### config.mk
export PLATFORM = sky130hd
export DESIGN_NAME = ams_scheduler
export DESIGN_NICKNAME = d
export VERILOG_FILES = /design/src/rtl/ams_pkg.sv /design/src/rtl/ams_interval_timer.sv /design/src/rtl/ams_scheduler.sv
export SDC_FILE = /design/constraint.sdc
export NUM_CORES = 1
export LEC_CHECK = 0
export BUFFER_PORTS_ARGS = -buffer_cell sky130_fd_sc_hd__buf_2
export CAP_MARGIN = 30
export CORE_MARGIN = 4
export CORE_UTILIZATION = 30
export DETAILED_ROUTE_END_ITERATION = 10
export GPL_ROUTABILITY_DRIVEN = 1
export GPL_TIMING_DRIVEN = 0
export PLACE_DENSITY = 0.55
export SETUP_SLACK_MARGIN = 0.1
export SLEW_MARGIN = 20
export SYNTH_ARGS = -nofsm -noshare
export SYNTH_HDL_FRONTEND = slang
export SYNTH_SLANG_ARGS = --single-unit
### constraint.sdc
create_clock -name mclk -period 5.5 [get_ports mclk]
set_clock_uncertainty 0.2 [all_clocks]
set_input_delay 0.55 -clock mclk [delete_from_list [all_inputs] [get_ports mclk]]
set_output_delay 0.55 -clock mclk [all_outputs]
set_load 0.02 [all_outputs]
### src/rtl/ams_pkg.sv
// shared constants and carrier types for the auxiliary converter scheduler
// assumes one 100 MHz system clock and an 8-bit special function register port
package ams_pkg;

    // special function register addresses
    localparam logic [7:0] TEMP_RESULT_ADDR = 8'hD7;
    localparam logic [7:0] START_CONV_ADDR  = 8'hD8;
    localparam logic [7:0] BATT_RESULT_ADDR = 8'hDF;
    localparam logic [7:0] SUP_RESULT_ADDR  = 8'hEF;
    localparam logic [7:0] DELTA_CFG_ADDR   = 8'hF3;
    localparam logic [7:0] STROBE_INT_ADDR  = 8'hF9;
    localparam logic [7:0] LOW_BATT_ADDR    = 8'hFA;

    // reset values
    localparam logic [7:0] REG_RESET        = 8'h00;

    // strobe interval field positions (low bit of each two-bit field)
    localparam int SUP_INT_LSB  = 4;
    localparam int BATT_INT_LSB = 2;
    localparam int TEMP_INT_LSB = 0;
    // delta field positions (low bit of each three-bit field)
    localparam int TEMP_DELTA_LSB = 3;
    localparam int SUP_DELTA_LSB  = 0;
    // delta codes
    localparam logic [2:0] DELTA_NEVER  = 3'h0;
    localparam logic [2:0] DELTA_ALWAYS = 3'h7;

    // channel numbers, also bit positions in start_conversion
    localparam logic [1:0] CH_BATT = 2'h0;
    localparam logic [1:0] CH_TEMP = 2'h1;
    localparam logic [1:0] CH_SUP  = 2'h2;

    // interval choices in minutes for codes 01, 10, 11
    localparam int SUP_MIN_01  = 8;
    localparam int SUP_MIN_10  = 2;
    localparam int SUP_MIN_11  = 1;
    localparam int BATT_MIN_01 = 16;
    localparam int BATT_MIN_10 = 4;
    localparam int BATT_MIN_11 = 1;
    localparam int TEMP_MIN_01 = 8;
    localparam int TEMP_MIN_10 = 2;
    localparam int TEMP_MIN_11 = 1;
    localparam int SEC_PER_MIN = 60;

    // one-second tick derived from the clock period
    localparam int CLK_PERIOD_NS  = 10;
    localparam int TICK_PERIOD_NS = 1000000000;
    localparam int TICK_CYCLES    = TICK_PERIOD_NS / CLK_PERIOD_NS;

    // width of the per-channel seconds counter (up to 960 s)
    localparam int SEC_CNT_W = 10;

    // finished conversion from the converter
    typedef struct packed {
        logic       done;   // one-cycle completion pulse
        logic [1:0] chan;   // channel converted
        logic [7:0] data;   // 8-bit result
    } ams_conv_res_t;

    // conversion request towards the converter
    typedef struct packed {
        logic       valid;  // request pending
        logic [1:0] chan;   // channel wanted
    } ams_conv_req_t;

endpackage

### src/rtl/ams_interval_timer.sv
// background interval timer for one measurement channel
// assumes a one-cycle seconds tick from the same clock domain
`timescale 1ns/10ps
`default_nettype none
module ams_interval_timer #(
    parameter int CNT_W  = 10,
    parameter int SEC_01 = 480,
    parameter int SEC_10 = 120,
    parameter int SEC_11 = 60
) (
    input  wire logic       mclk,
    input  wire logic       sys_rst,
    input  wire logic       sec_tick,
    input  wire logic [1:0] period_code,
    input  wire logic       restart,
    output logic            due
);
    logic [CNT_W-1:0] count_reg;   // seconds elapsed in the interval
    logic [CNT_W-1:0] last_sec;    // final count of the interval

    // code to last count; code 00 disables the channel
    always_comb begin
        case (period_code)
            2'h1:    last_sec = CNT_W'(SEC_01 - 1);
            2'h2:    last_sec = CNT_W'(SEC_10 - 1);
            2'h3:    last_sec = CNT_W'(SEC_11 - 1);
            default: last_sec = '0;
        endcase
    end

    // seconds counter, cleared on restart or when disabled
    always_ff @(posedge mclk) begin
        if (sys_rst || restart || period_code == 2'h0) begin
            count_reg <= '0;
        end else if (sec_tick) begin
            count_reg <= (count_reg == last_sec) ? '0 : count_reg + 1'b1;
        end
    end

    // one-cycle strobe at the end of each interval
    always_ff @(posedge mclk) begin
        if (sys_rst) begin
            due <= 1'b0;
        end else begin
            due <= sec_tick && !restart && period_code != 2'h0 && count_reg == last_sec;
        end
    end
endmodule // ams_interval_timer
`default_nettype wire

### src/rtl/ams_scheduler.sv
// measurement scheduler and change detector for the auxiliary converter
// assumes the core's register port and the converter share the system clock
`timescale 1ns/10ps
`default_nettype none

// Overview of operation
// - bits 5:4 set supply background interval
// - bits 3:2 set battery background interval
// - bits 1:0 set temperature background interval
// - temperature delta field gates result interrupts
// - supply delta field gates result interrupts
// - background measurements also run in low-power modes
// - single request bits clear when converter accepts
// - interrupt when battery result below threshold
// - result registers update only on interrupt or software write
// - single temperature conversion always interrupts
module ams_scheduler #(
    parameter int TICK_CYCLES = ams_pkg::TICK_CYCLES
) (
    input  wire logic                   mclk,
    input  wire logic                   sys_rst,
    input  wire logic [7:0]             sfr_addr,
    input  wire logic [7:0]             sfr_wdata,
    input  wire logic                   sfr_wr,
    input  wire logic                   sfr_rd,
    output logic [7:0]                  sfr_rdata,
    output ams_pkg::ams_conv_req_t      conv_req,
    input  wire logic                   conv_ack,
    input  wire ams_pkg::ams_conv_res_t conv_res,
    output logic                        adc_irq
);

    ////////////////////////////////////////////////////////////////////////
    // helpers

    // absolute difference of two results
    function automatic logic [7:0] abs_diff(input logic [7:0] a, input logic [7:0] b);
        abs_diff = (a > b) ? a - b : b - a;
    endfunction

    // delta decision: 000 never, 111 always, else difference of at least code
    function automatic logic delta_hit(input logic [2:0] code, input logic [7:0] diff);
        if (code == ams_pkg::DELTA_NEVER) begin
            delta_hit = 1'b0;
        end else if (code == ams_pkg::DELTA_ALWAYS) begin
            delta_hit = 1'b1;
        end else begin
            delta_hit = diff >= {5'h00, code};
        end
    endfunction

    ////////////////////////////////////////////////////////////////////////
    // registers

    logic [7:0] strobe_interval_reg;         // background intervals
    logic [7:0] delta_threshold_config_reg;  // change thresholds
    logic [2:0] start_conversion_reg;        // single-shot requests
    logic [7:0] low_battery_threshold_reg;   // battery alarm level
    logic [7:0] temperature_result_reg;      // last reported temperature
    logic [7:0] battery_result_reg;          // last reported battery
    logic [7:0] supply_result_reg;           // last reported supply

    logic [2:0] bg_pend_reg;                 // background requests waiting
    logic       temp_single_reg;             // temperature in flight is single-shot
    logic [TICK_CYCLES > 1 ? $clog2(TICK_CYCLES) - 1 : 0 : 0] pre_reg; // second prescaler
    logic       sec_tick;                    // one-cycle seconds enable
    logic [2:0] due;                         // interval strobes per channel
    logic [2:0] restart;                     // interval field changed

    // write strobes per register
    logic wr_strobe;
    logic wr_start;
    logic wr_delta;
    logic wr_thresh;
    logic wr_temp;
    logic wr_batt;
    logic wr_sup;
    assign wr_strobe = sfr_wr && sfr_addr == ams_pkg::STROBE_INT_ADDR;
    assign wr_start  = sfr_wr && sfr_addr == ams_pkg::START_CONV_ADDR;
    assign wr_delta  = sfr_wr && sfr_addr == ams_pkg::DELTA_CFG_ADDR;
    assign wr_thresh = sfr_wr && sfr_addr == ams_pkg::LOW_BATT_ADDR;
    assign wr_temp   = sfr_wr && sfr_addr == ams_pkg::TEMP_RESULT_ADDR;
    assign wr_batt   = sfr_wr && sfr_addr == ams_pkg::BATT_RESULT_ADDR;
    assign wr_sup    = sfr_wr && sfr_addr == ams_pkg::SUP_RESULT_ADDR;

    // configuration registers; bits 7:6 of the interval register are
    // stored as written but steer nothing
    always_ff @(posedge mclk) begin
        if (sys_rst) begin
            strobe_interval_reg        <= ams_pkg::REG_RESET;
            delta_threshold_config_reg <= ams_pkg::REG_RESET;
            low_battery_threshold_reg  <= ams_pkg::REG_RESET;
        end else begin
            if (wr_strobe) begin
                strobe_interval_reg <= sfr_wdata;
            end
            if (wr_delta) begin
                delta_threshold_config_reg <= {2'h0, sfr_wdata[5:0]};
            end
            if (wr_thresh) begin
                low_battery_threshold_reg <= sfr_wdata;
            end
        end
    end

    // restart a channel's timer only when its field really changes
    always_comb begin
        restart[ams_pkg::CH_SUP] = wr_strobe &&
            sfr_wdata[ams_pkg::SUP_INT_LSB +: 2] !=
            strobe_interval_reg[ams_pkg::SUP_INT_LSB +: 2];
        restart[ams_pkg::CH_BATT] = wr_strobe &&
            sfr_wdata[ams_pkg::BATT_INT_LSB +: 2] !=
            strobe_interval_reg[ams_pkg::BATT_INT_LSB +: 2];
        restart[ams_pkg::CH_TEMP] = wr_strobe &&
            sfr_wdata[ams_pkg::TEMP_INT_LSB +: 2] !=
            strobe_interval_reg[ams_pkg::TEMP_INT_LSB +: 2];
    end

    ////////////////////////////////////////////////////////////////////////
    // timing

    // seconds prescaler; runs in every power mode
    always_ff @(posedge mclk) begin
        if (sys_rst) begin
            pre_reg  <= '0;
            sec_tick <= 1'b0;
        end else if (pre_reg == $bits(pre_reg)'(TICK_CYCLES - 1)) begin
            pre_reg  <= '0;
            sec_tick <= 1'b1;
        end else begin
            pre_reg  <= pre_reg + 1'b1;
            sec_tick <= 1'b0;
        end
    end

    // supply interval 8, 2, 1 minutes
    ams_interval_timer #(
        .CNT_W  (ams_pkg::SEC_CNT_W),
        .SEC_01 (ams_pkg::SUP_MIN_01 * ams_pkg::SEC_PER_MIN),
        .SEC_10 (ams_pkg::SUP_MIN_10 * ams_pkg::SEC_PER_MIN),
        .SEC_11 (ams_pkg::SUP_MIN_11 * ams_pkg::SEC_PER_MIN)
    ) u_sup_timer (
        .mclk        (mclk),
        .sys_rst     (sys_rst),
        .sec_tick    (sec_tick),
        .period_code (strobe_interval_reg[ams_pkg::SUP_INT_LSB +: 2]),
        .restart     (restart[ams_pkg::CH_SUP]),
        .due         (due[ams_pkg::CH_SUP])
    );

    // battery interval 16, 4, 1 minutes
    ams_interval_timer #(
        .CNT_W  (ams_pkg::SEC_CNT_W),
        .SEC_01 (ams_pkg::BATT_MIN_01 * ams_pkg::SEC_PER_MIN),
        .SEC_10 (ams_pkg::BATT_MIN_10 * ams_pkg::SEC_PER_MIN),
        .SEC_11 (ams_pkg::BATT_MIN_11 * ams_pkg::SEC_PER_MIN)
    ) u_batt_timer (
        .mclk        (mclk),
        .sys_rst     (sys_rst),
        .sec_tick    (sec_tick),
        .period_code (strobe_interval_reg[ams_pkg::BATT_INT_LSB +: 2]),
        .restart     (restart[ams_pkg::CH_BATT]),
        .due         (due[ams_pkg::CH_BATT])
    );

    // temperature interval 8, 2, 1 minutes
    ams_interval_timer #(
        .CNT_W  (ams_pkg::SEC_CNT_W),
        .SEC_01 (ams_pkg::TEMP_MIN_01 * ams_pkg::SEC_PER_MIN),
        .SEC_10 (ams_pkg::TEMP_MIN_10 * ams_pkg::SEC_PER_MIN),
        .SEC_11 (ams_pkg::TEMP_MIN_11 * ams_pkg::SEC_PER_MIN)
    ) u_temp_timer (
        .mclk        (mclk),
        .sys_rst     (sys_rst),
        .sec_tick    (sec_tick),
        .period_code (strobe_interval_reg[ams_pkg::TEMP_INT_LSB +: 2]),
        .restart     (restart[ams_pkg::CH_TEMP]),
        .due         (due[ams_pkg::CH_TEMP])
    );

    ////////////////////////////////////////////////////////////////////////
    // request arbitration

    logic [2:0] want;      // channels wanting a conversion
    logic [2:0] granted;   // one-hot accepted channel this cycle
    assign want = bg_pend_reg | start_conversion_reg;

    // fixed priority: battery, temperature, supply
    always_comb begin
        conv_req.valid = |want;
        if (want[ams_pkg::CH_BATT]) begin
            conv_req.chan = ams_pkg::CH_BATT;
        end else if (want[ams_pkg::CH_TEMP]) begin
            conv_req.chan = ams_pkg::CH_TEMP;
        end else begin
            conv_req.chan = ams_pkg::CH_SUP;
        end
        granted = (conv_req.valid && conv_ack) ? 3'h1 << conv_req.chan : 3'h0;
    end

    // single-shot bits: software sets, acceptance clears, a set wins
    always_ff @(posedge mclk) begin
        if (sys_rst) begin
            start_conversion_reg <= 3'h0;
        end else begin
            start_conversion_reg <= (start_conversion_reg & ~granted) |
                                    (wr_start ? sfr_wdata[2:0] : 3'h0);
        end
    end

    // background requests: interval strobe sets, acceptance clears
    always_ff @(posedge mclk) begin
        if (sys_rst) begin
            bg_pend_reg <= 3'h0;
        end else begin
            bg_pend_reg <= (bg_pend_reg & ~granted) | due;
        end
    end

    // remember whether the accepted temperature conversion was single-shot
    always_ff @(posedge mclk) begin
        if (sys_rst) begin
            temp_single_reg <= 1'b0;
        end else if (granted[ams_pkg::CH_TEMP]) begin
            temp_single_reg <= start_conversion_reg[ams_pkg::CH_TEMP];
        end
    end

    ////////////////////////////////////////////////////////////////////////
    // result judgement

    logic temp_hit;   // temperature result reports
    logic batt_hit;   // battery result reports
    logic sup_hit;    // supply result reports
    always_comb begin
        temp_hit = conv_res.done && conv_res.chan == ams_pkg::CH_TEMP &&
            (delta_hit(delta_threshold_config_reg[ams_pkg::TEMP_DELTA_LSB +: 3],
                       abs_diff(conv_res.data, temperature_result_reg))
             || temp_single_reg);
        sup_hit = conv_res.done && conv_res.chan == ams_pkg::CH_SUP &&
            delta_hit(delta_threshold_config_reg[ams_pkg::SUP_DELTA_LSB +: 3],
                      abs_diff(conv_res.data, supply_result_reg));
        batt_hit = conv_res.done && conv_res.chan == ams_pkg::CH_BATT &&
            conv_res.data < low_battery_threshold_reg;
    end

    // results change only with an interrupt; software may also write them
    always_ff @(posedge mclk) begin
        if (sys_rst) begin
            temperature_result_reg <= ams_pkg::REG_RESET;
            battery_result_reg     <= ams_pkg::REG_RESET;
            supply_result_reg      <= ams_pkg::REG_RESET;
        end else begin
            if (temp_hit) begin
                temperature_result_reg <= conv_res.data;
            end else if (wr_temp) begin
                temperature_result_reg <= sfr_wdata;
            end
            if (batt_hit) begin
                battery_result_reg <= conv_res.data;
            end else if (wr_batt) begin
                battery_result_reg <= sfr_wdata;
            end
            if (sup_hit) begin
                supply_result_reg <= conv_res.data;
            end else if (wr_sup) begin
                supply_result_reg <= sfr_wdata;
            end
        end
    end

    // converter interrupt pulse, no status flag
    always_ff @(posedge mclk) begin
        if (sys_rst) begin
            adc_irq <= 1'b0;
        end else begin
            adc_irq <= temp_hit || batt_hit || sup_hit;
        end
    end

    ////////////////////////////////////////////////////////////////////////
    // register read port, one cycle after the read strobe

    always_ff @(posedge mclk) begin
        if (sys_rst) begin
            sfr_rdata <= 8'h00;
        end else if (sfr_rd) begin
            case (sfr_addr)
                ams_pkg::STROBE_INT_ADDR:  sfr_rdata <= strobe_interval_reg;
                ams_pkg::DELTA_CFG_ADDR:   sfr_rdata <= delta_threshold_config_reg;
                ams_pkg::START_CONV_ADDR:  sfr_rdata <= {5'h00, start_conversion_reg};
                ams_pkg::LOW_BATT_ADDR:    sfr_rdata <= low_battery_threshold_reg;
                ams_pkg::TEMP_RESULT_ADDR: sfr_rdata <= temperature_result_reg;
                ams_pkg::BATT_RESULT_ADDR: sfr_rdata <= battery_result_reg;
                ams_pkg::SUP_RESULT_ADDR:  sfr_rdata <= supply_result_reg;
                default:                   sfr_rdata <= 8'h00;
            endcase
        end
    end

endmodule // ams_scheduler
`default_nettype wire

==> flow_summary_export.csv <==
group,metric,value,unit
job,cap_viol_max_count,0,
routing,post-route-drc-count,0,
timing,timing_worst_slew_pin_value,1.06,ns
worst_setup_path,slowest_stage,"sky130_fd_sc_hd__a31oi_1",
timing,fmaxAchievable,216,MHz
die,floorplan.core_area,0.0245,mm2
routing,drt_first_iter_violations,435,
final_layout,area_occupied_by_multi_input_gates,0.00470,mm2
final_layout,synthToLayoutAreaGrowth,15.9,%
cts,cts_hold_buffers,0,
worst_setup_path,timing.reg2reg.setup_slack,1.04,ns
die,std_cell_rows,57,
cts,clock_insertion_delay_at_the_later_pin_of_the_skew_report,0.42,ns
power,power.total,2.26,mW
yosys,asyncSetResetFlopFracSynth,0,
routing,dr.pass1.iters,8,
yosys,prevailing_post_synth_register_cell,"sky130_fd_sc_hd__dfxtp_1",
cts,numClockSinks,123,
cts,ctsHtreeMaxLevel,4,
grt,grt_use_total,0.153,
worst_setup_path,worst_ep_arrival_time,4.70,ns
die,num_io_pins,44,
hold_path,timing.hold.worst.class,"in2reg",
final_layout,filler_cell_count,2575,
timing,hold_viol_final,0,
timing,min_period,4.62,ns
routing,num_vias,6784,
cts,cts_tree,"built",
power,switching_power,0.571,mW
die,chipHeight,167,um
power,clock_power_share,0.515,
timing,timing.slew.headroom,0.289,
worst_setup_path,timing.critical_path.max_delay_family,"compound AO/OA/AOI/OAI gates",
worst_setup_path,critical-path-top-cell-by-count,"sky130_fd_sc_hd__buf_2",
power,p_comb_frac,0.085,
place,io_buffers,35,
cts,cts_root_buffer,"sky130_fd_sc_hd__clkbuf_16",
power,internal-power,1.69,mW
timing,setup_ws_post_layout,0.881,ns
routing,detail-route-antenna-nets,0,
timing,post-route-period-util,0.840,
die,dieArea,0.0278,mm2
power,swShare,0.253,
routing,drt-total-wl,21200,um
yosys,synth_enable_flop_cells,0,
yosys,yosysWarningCount,0,
worst_setup_path,critical_path_class,"in2reg",
die,initial_utilization,0.308,
worst_setup_path,crit_buf_inv,5,
die,die_w,167,um
worst_setup_path,critical_path.startpoint_type,"input port",
place,detailed_place_hpwl,16200,um
final_layout,area.sequential,0.00246,mm2
worst_setup_path,crit_path_max_incr_delay,0.48,ns
grt,grt_max_degree,17,
timing,final-setup-viol-count,0,
worst_setup_path,timing.critical_path.required,5.58,ns
timing,finalHoldWorstSlack,0.238,ns
worst_setup_path,critical_path.cell_chain,"buf_2 -> inv_1 -> ha_1 -> clkbuf_1 -> a21o_1 -> nand4_1 -> a31oi_1 -> mux2i_1 -> xnor2_1 -> ha_1 -> a311oi_1 -> o21a_1 -> o2111ai_1 -> nor4_1 -> o21ai_0 -> o211a_1 -> buf_2 -> buf_2 -> a211oi_1 -> a211oi_1",
yosys,synth-seq-cells,123,
routing,average_wire_per_standard_cell,16.1,um
worst_setup_path,critical_path.endpoint_type,"flop",
cts,cts_repair_resize_count,0,
routing,via_per_instance_ratio,5.17,
yosys,synthesized_area_per_cell,8.21,um2
cts,tritoncts.num_buffers,17,
yosys,postSynthCellCount,921,
power,power.density_cell_area,258,mW/mm2
grt,grt_antenna_before_repair,1,
grt,globalRouteOverflowTotal,0,
final_layout,largest_register_ff_count,27,
timing,fin_tns_setup,0,ns
timing,rsz_0062_raised_after_global_routing,"no",
power,p_leak,3.31,nW
yosys,yosysUniqueCellTypes,58,
run_status,run_status,"finished clean",
cts,clk_path_buf_depth,2,
final_layout,fin_nets,1070,
place,placement.setup.worst_slack,0.495,ns
power,peakVddDrop,0.000153,V
cts,cts_setup_buffers,0,
yosys,post_synthesis_instance_area,0.00756,mm2
final_layout,final_layout_size_suffix_gt1_frac,0.0931,
cts,path_clk_slew,0.06,ns
grt,grt_pass1_wl,34800,um
worst_setup_path,crit_path_max_fanout,10,
final_layout,antenna_cells_inserted,0,
yosys,yosysSeqAreaShare,0.326,
timing,number_of_pins_exceeding_their_max_slew_limit_in_the_final_report,0,
grt,first_global_vias,6490,
power,seq_power_share,0.400,
yosys,post_synthesis_net_count,1016,
place,gp_routability_congestion,0.835,
routing by layer:
layer | global-route usage | routed length (um) | up-vias
met1 | 0.205 | 9870 | 3220
met4 | 0.0270 | 159 | 2
li1 | - | - | 3391
met5 | 0 | 20 | -
met2 | 0.245 | 9730 | 154
met3 | 0.0484 | 1380 | 17
tightest hold or removal path: cells and delay by family:
family          cells  cell delay (ns)
compound gates      1             0.05
buf+inv             2             0.15
simple gates        1             0.06
synthesized netlist by cell type, drive strengths merged (13+ instances only):
master / count / area (um2)
nand2: 81 / 307
mux2i: 30 / 300
nor2: 113 / 424
o21ai: 24 / 135
a211oi: 25 / 188
dfxtp: 123 / 2460
xnor2: 28 / 253
nor4: 13 / 81.3
ha: 59 / 738
nand3: 52 / 260
clkbuf: 35 / 131
nand4: 27 / 184
xor2: 40 / 350
a311oi: 15 / 131
a21oi: 52 / 260
and3: 14 / 87.6
inv: 59 / 221
through the flow:
step	utilization	cells	instance area, um2
finish	0.357	1312	8760
global route	0.357	1312	8760
CTS	0.357	1312	8760
detailed placement	0.332	1280	8150
global placement	0.332	1280	8140
floorplan	-	921	7560
logic make-up (layout without fill, tap and decap cells):
| group | Yosys count | count (layout) | share of synthesized area |
|---|---|---|---|
| DFF | 123 | 123 | 0.326 |
| AOI/OAI and AO/OA | 178 | 178 | 0.162 |
| muxes | 32 | 32 | 0.0427 |
| buffers and inverters | 104 | 171 | 0.0535 |
| xor gates and xnor gates | 68 | 68 | 0.0798 |
| and+or+nand+nor | 353 | 353 | 0.228 |
| adders and majority gates | 63 | 63 | 0.108 |
power by group through the flow:
| stage | clock network [mW] | registers [mW] | logic, mW |
|---|---|---|---|
| 3_3_place_gp | 0 | 0.923 | 0.191 |
| 6_report | 1.16 | 0.904 | 0.193 |
| 5_1_grt | 1.23 | 0.904 | 0.215 |
| 2_1_floorplan | 0 | 0.925 | 0.123 |
| 3_5_place_dp | 0 | 0.923 | 0.192 |
| 4_1_cts | 1.19 | 0.904 | 0.193 |
cell usage in the layout, fill, tap and decap left out, types with 5 or more instances in the layout:
cell type / count
sky130_fd_sc_hd__ha_1: 59
sky130_fd_sc_hd__clkbuf_1: 35
sky130_fd_sc_hd__a31oi_1: 10
sky130_fd_sc_hd__dfxtp_1: 123
sky130_fd_sc_hd__inv_1: 59
sky130_fd_sc_hd__buf_2: 40
sky130_fd_sc_hd__a21oi_1: 52
sky130_fd_sc_hd__nand2_1: 80
sky130_fd_sc_hd__xnor2_1: 27
sky130_fd_sc_hd__nor2_1: 113
sky130_fd_sc_hd__o21ai_0: 22
sky130_fd_sc_hd__a311oi_1: 15
sky130_fd_sc_hd__clkbuf_16: 17
sky130_fd_sc_hd__or3_1: 10
sky130_fd_sc_hd__xor2_1: 40
sky130_fd_sc_hd__o211a_1: 9
sky130_fd_sc_hd__nor3_1: 10
sky130_fd_sc_hd__nand3_1: 52
sky130_fd_sc_hd__nor4_1: 12
sky130_fd_sc_hd__nand4_1: 26
sky130_fd_sc_hd__and3_1: 14
sky130_fd_sc_hd__a22oi_1: 5
sky130_fd_sc_hd__a211oi_1: 25
sky130_fd_sc_hd__mux2i_1: 30
sky130_fd_sc_hd__a222oi_1: 5
sky130_fd_sc_hd__nand2b_1: 6
sky130_fd_sc_hd__a21o_1: 6
sky130_fd_sc_hd__clkinv_4: 5
sky130_fd_sc_hd__a221oi_1: 7
cell type report:
type	count	share of cell area
Timing Repair Buffer	35	0.0200
Clock buffer	17	0.0486
Sequential cell	123	0.281
Clock inverter	15	0.0218
Tap cell	324	0.0463
Inverter	59	0.0253
Buffer	45	0.0208
Multi-Input combinational cell	694	0.536
final timing paths:
| check | startpoint | end | cells past startpoint |
|---|---|---|---|
| setup / recovery | conv_res[2] | temperature_result_reg[7]$_SDFFE_PP0P_ | 20 |
| hold / removal | conv_ack | start_conversion_reg[0]$_SDFF_PP0_ | 4 |
| setup reg to reg | temperature_result_reg[5]$_SDFFE_PP0P_ | temperature_result_reg[7]$_SDFFE_PP0P_ | 17 |
| hold reg to reg | u_sup_timer.due$_SDFF_PP0_ | bg_pend_reg[2]$_SDFF_PP0_ | 2 |
Note: power is estimated with default switching activity, not from simulation.
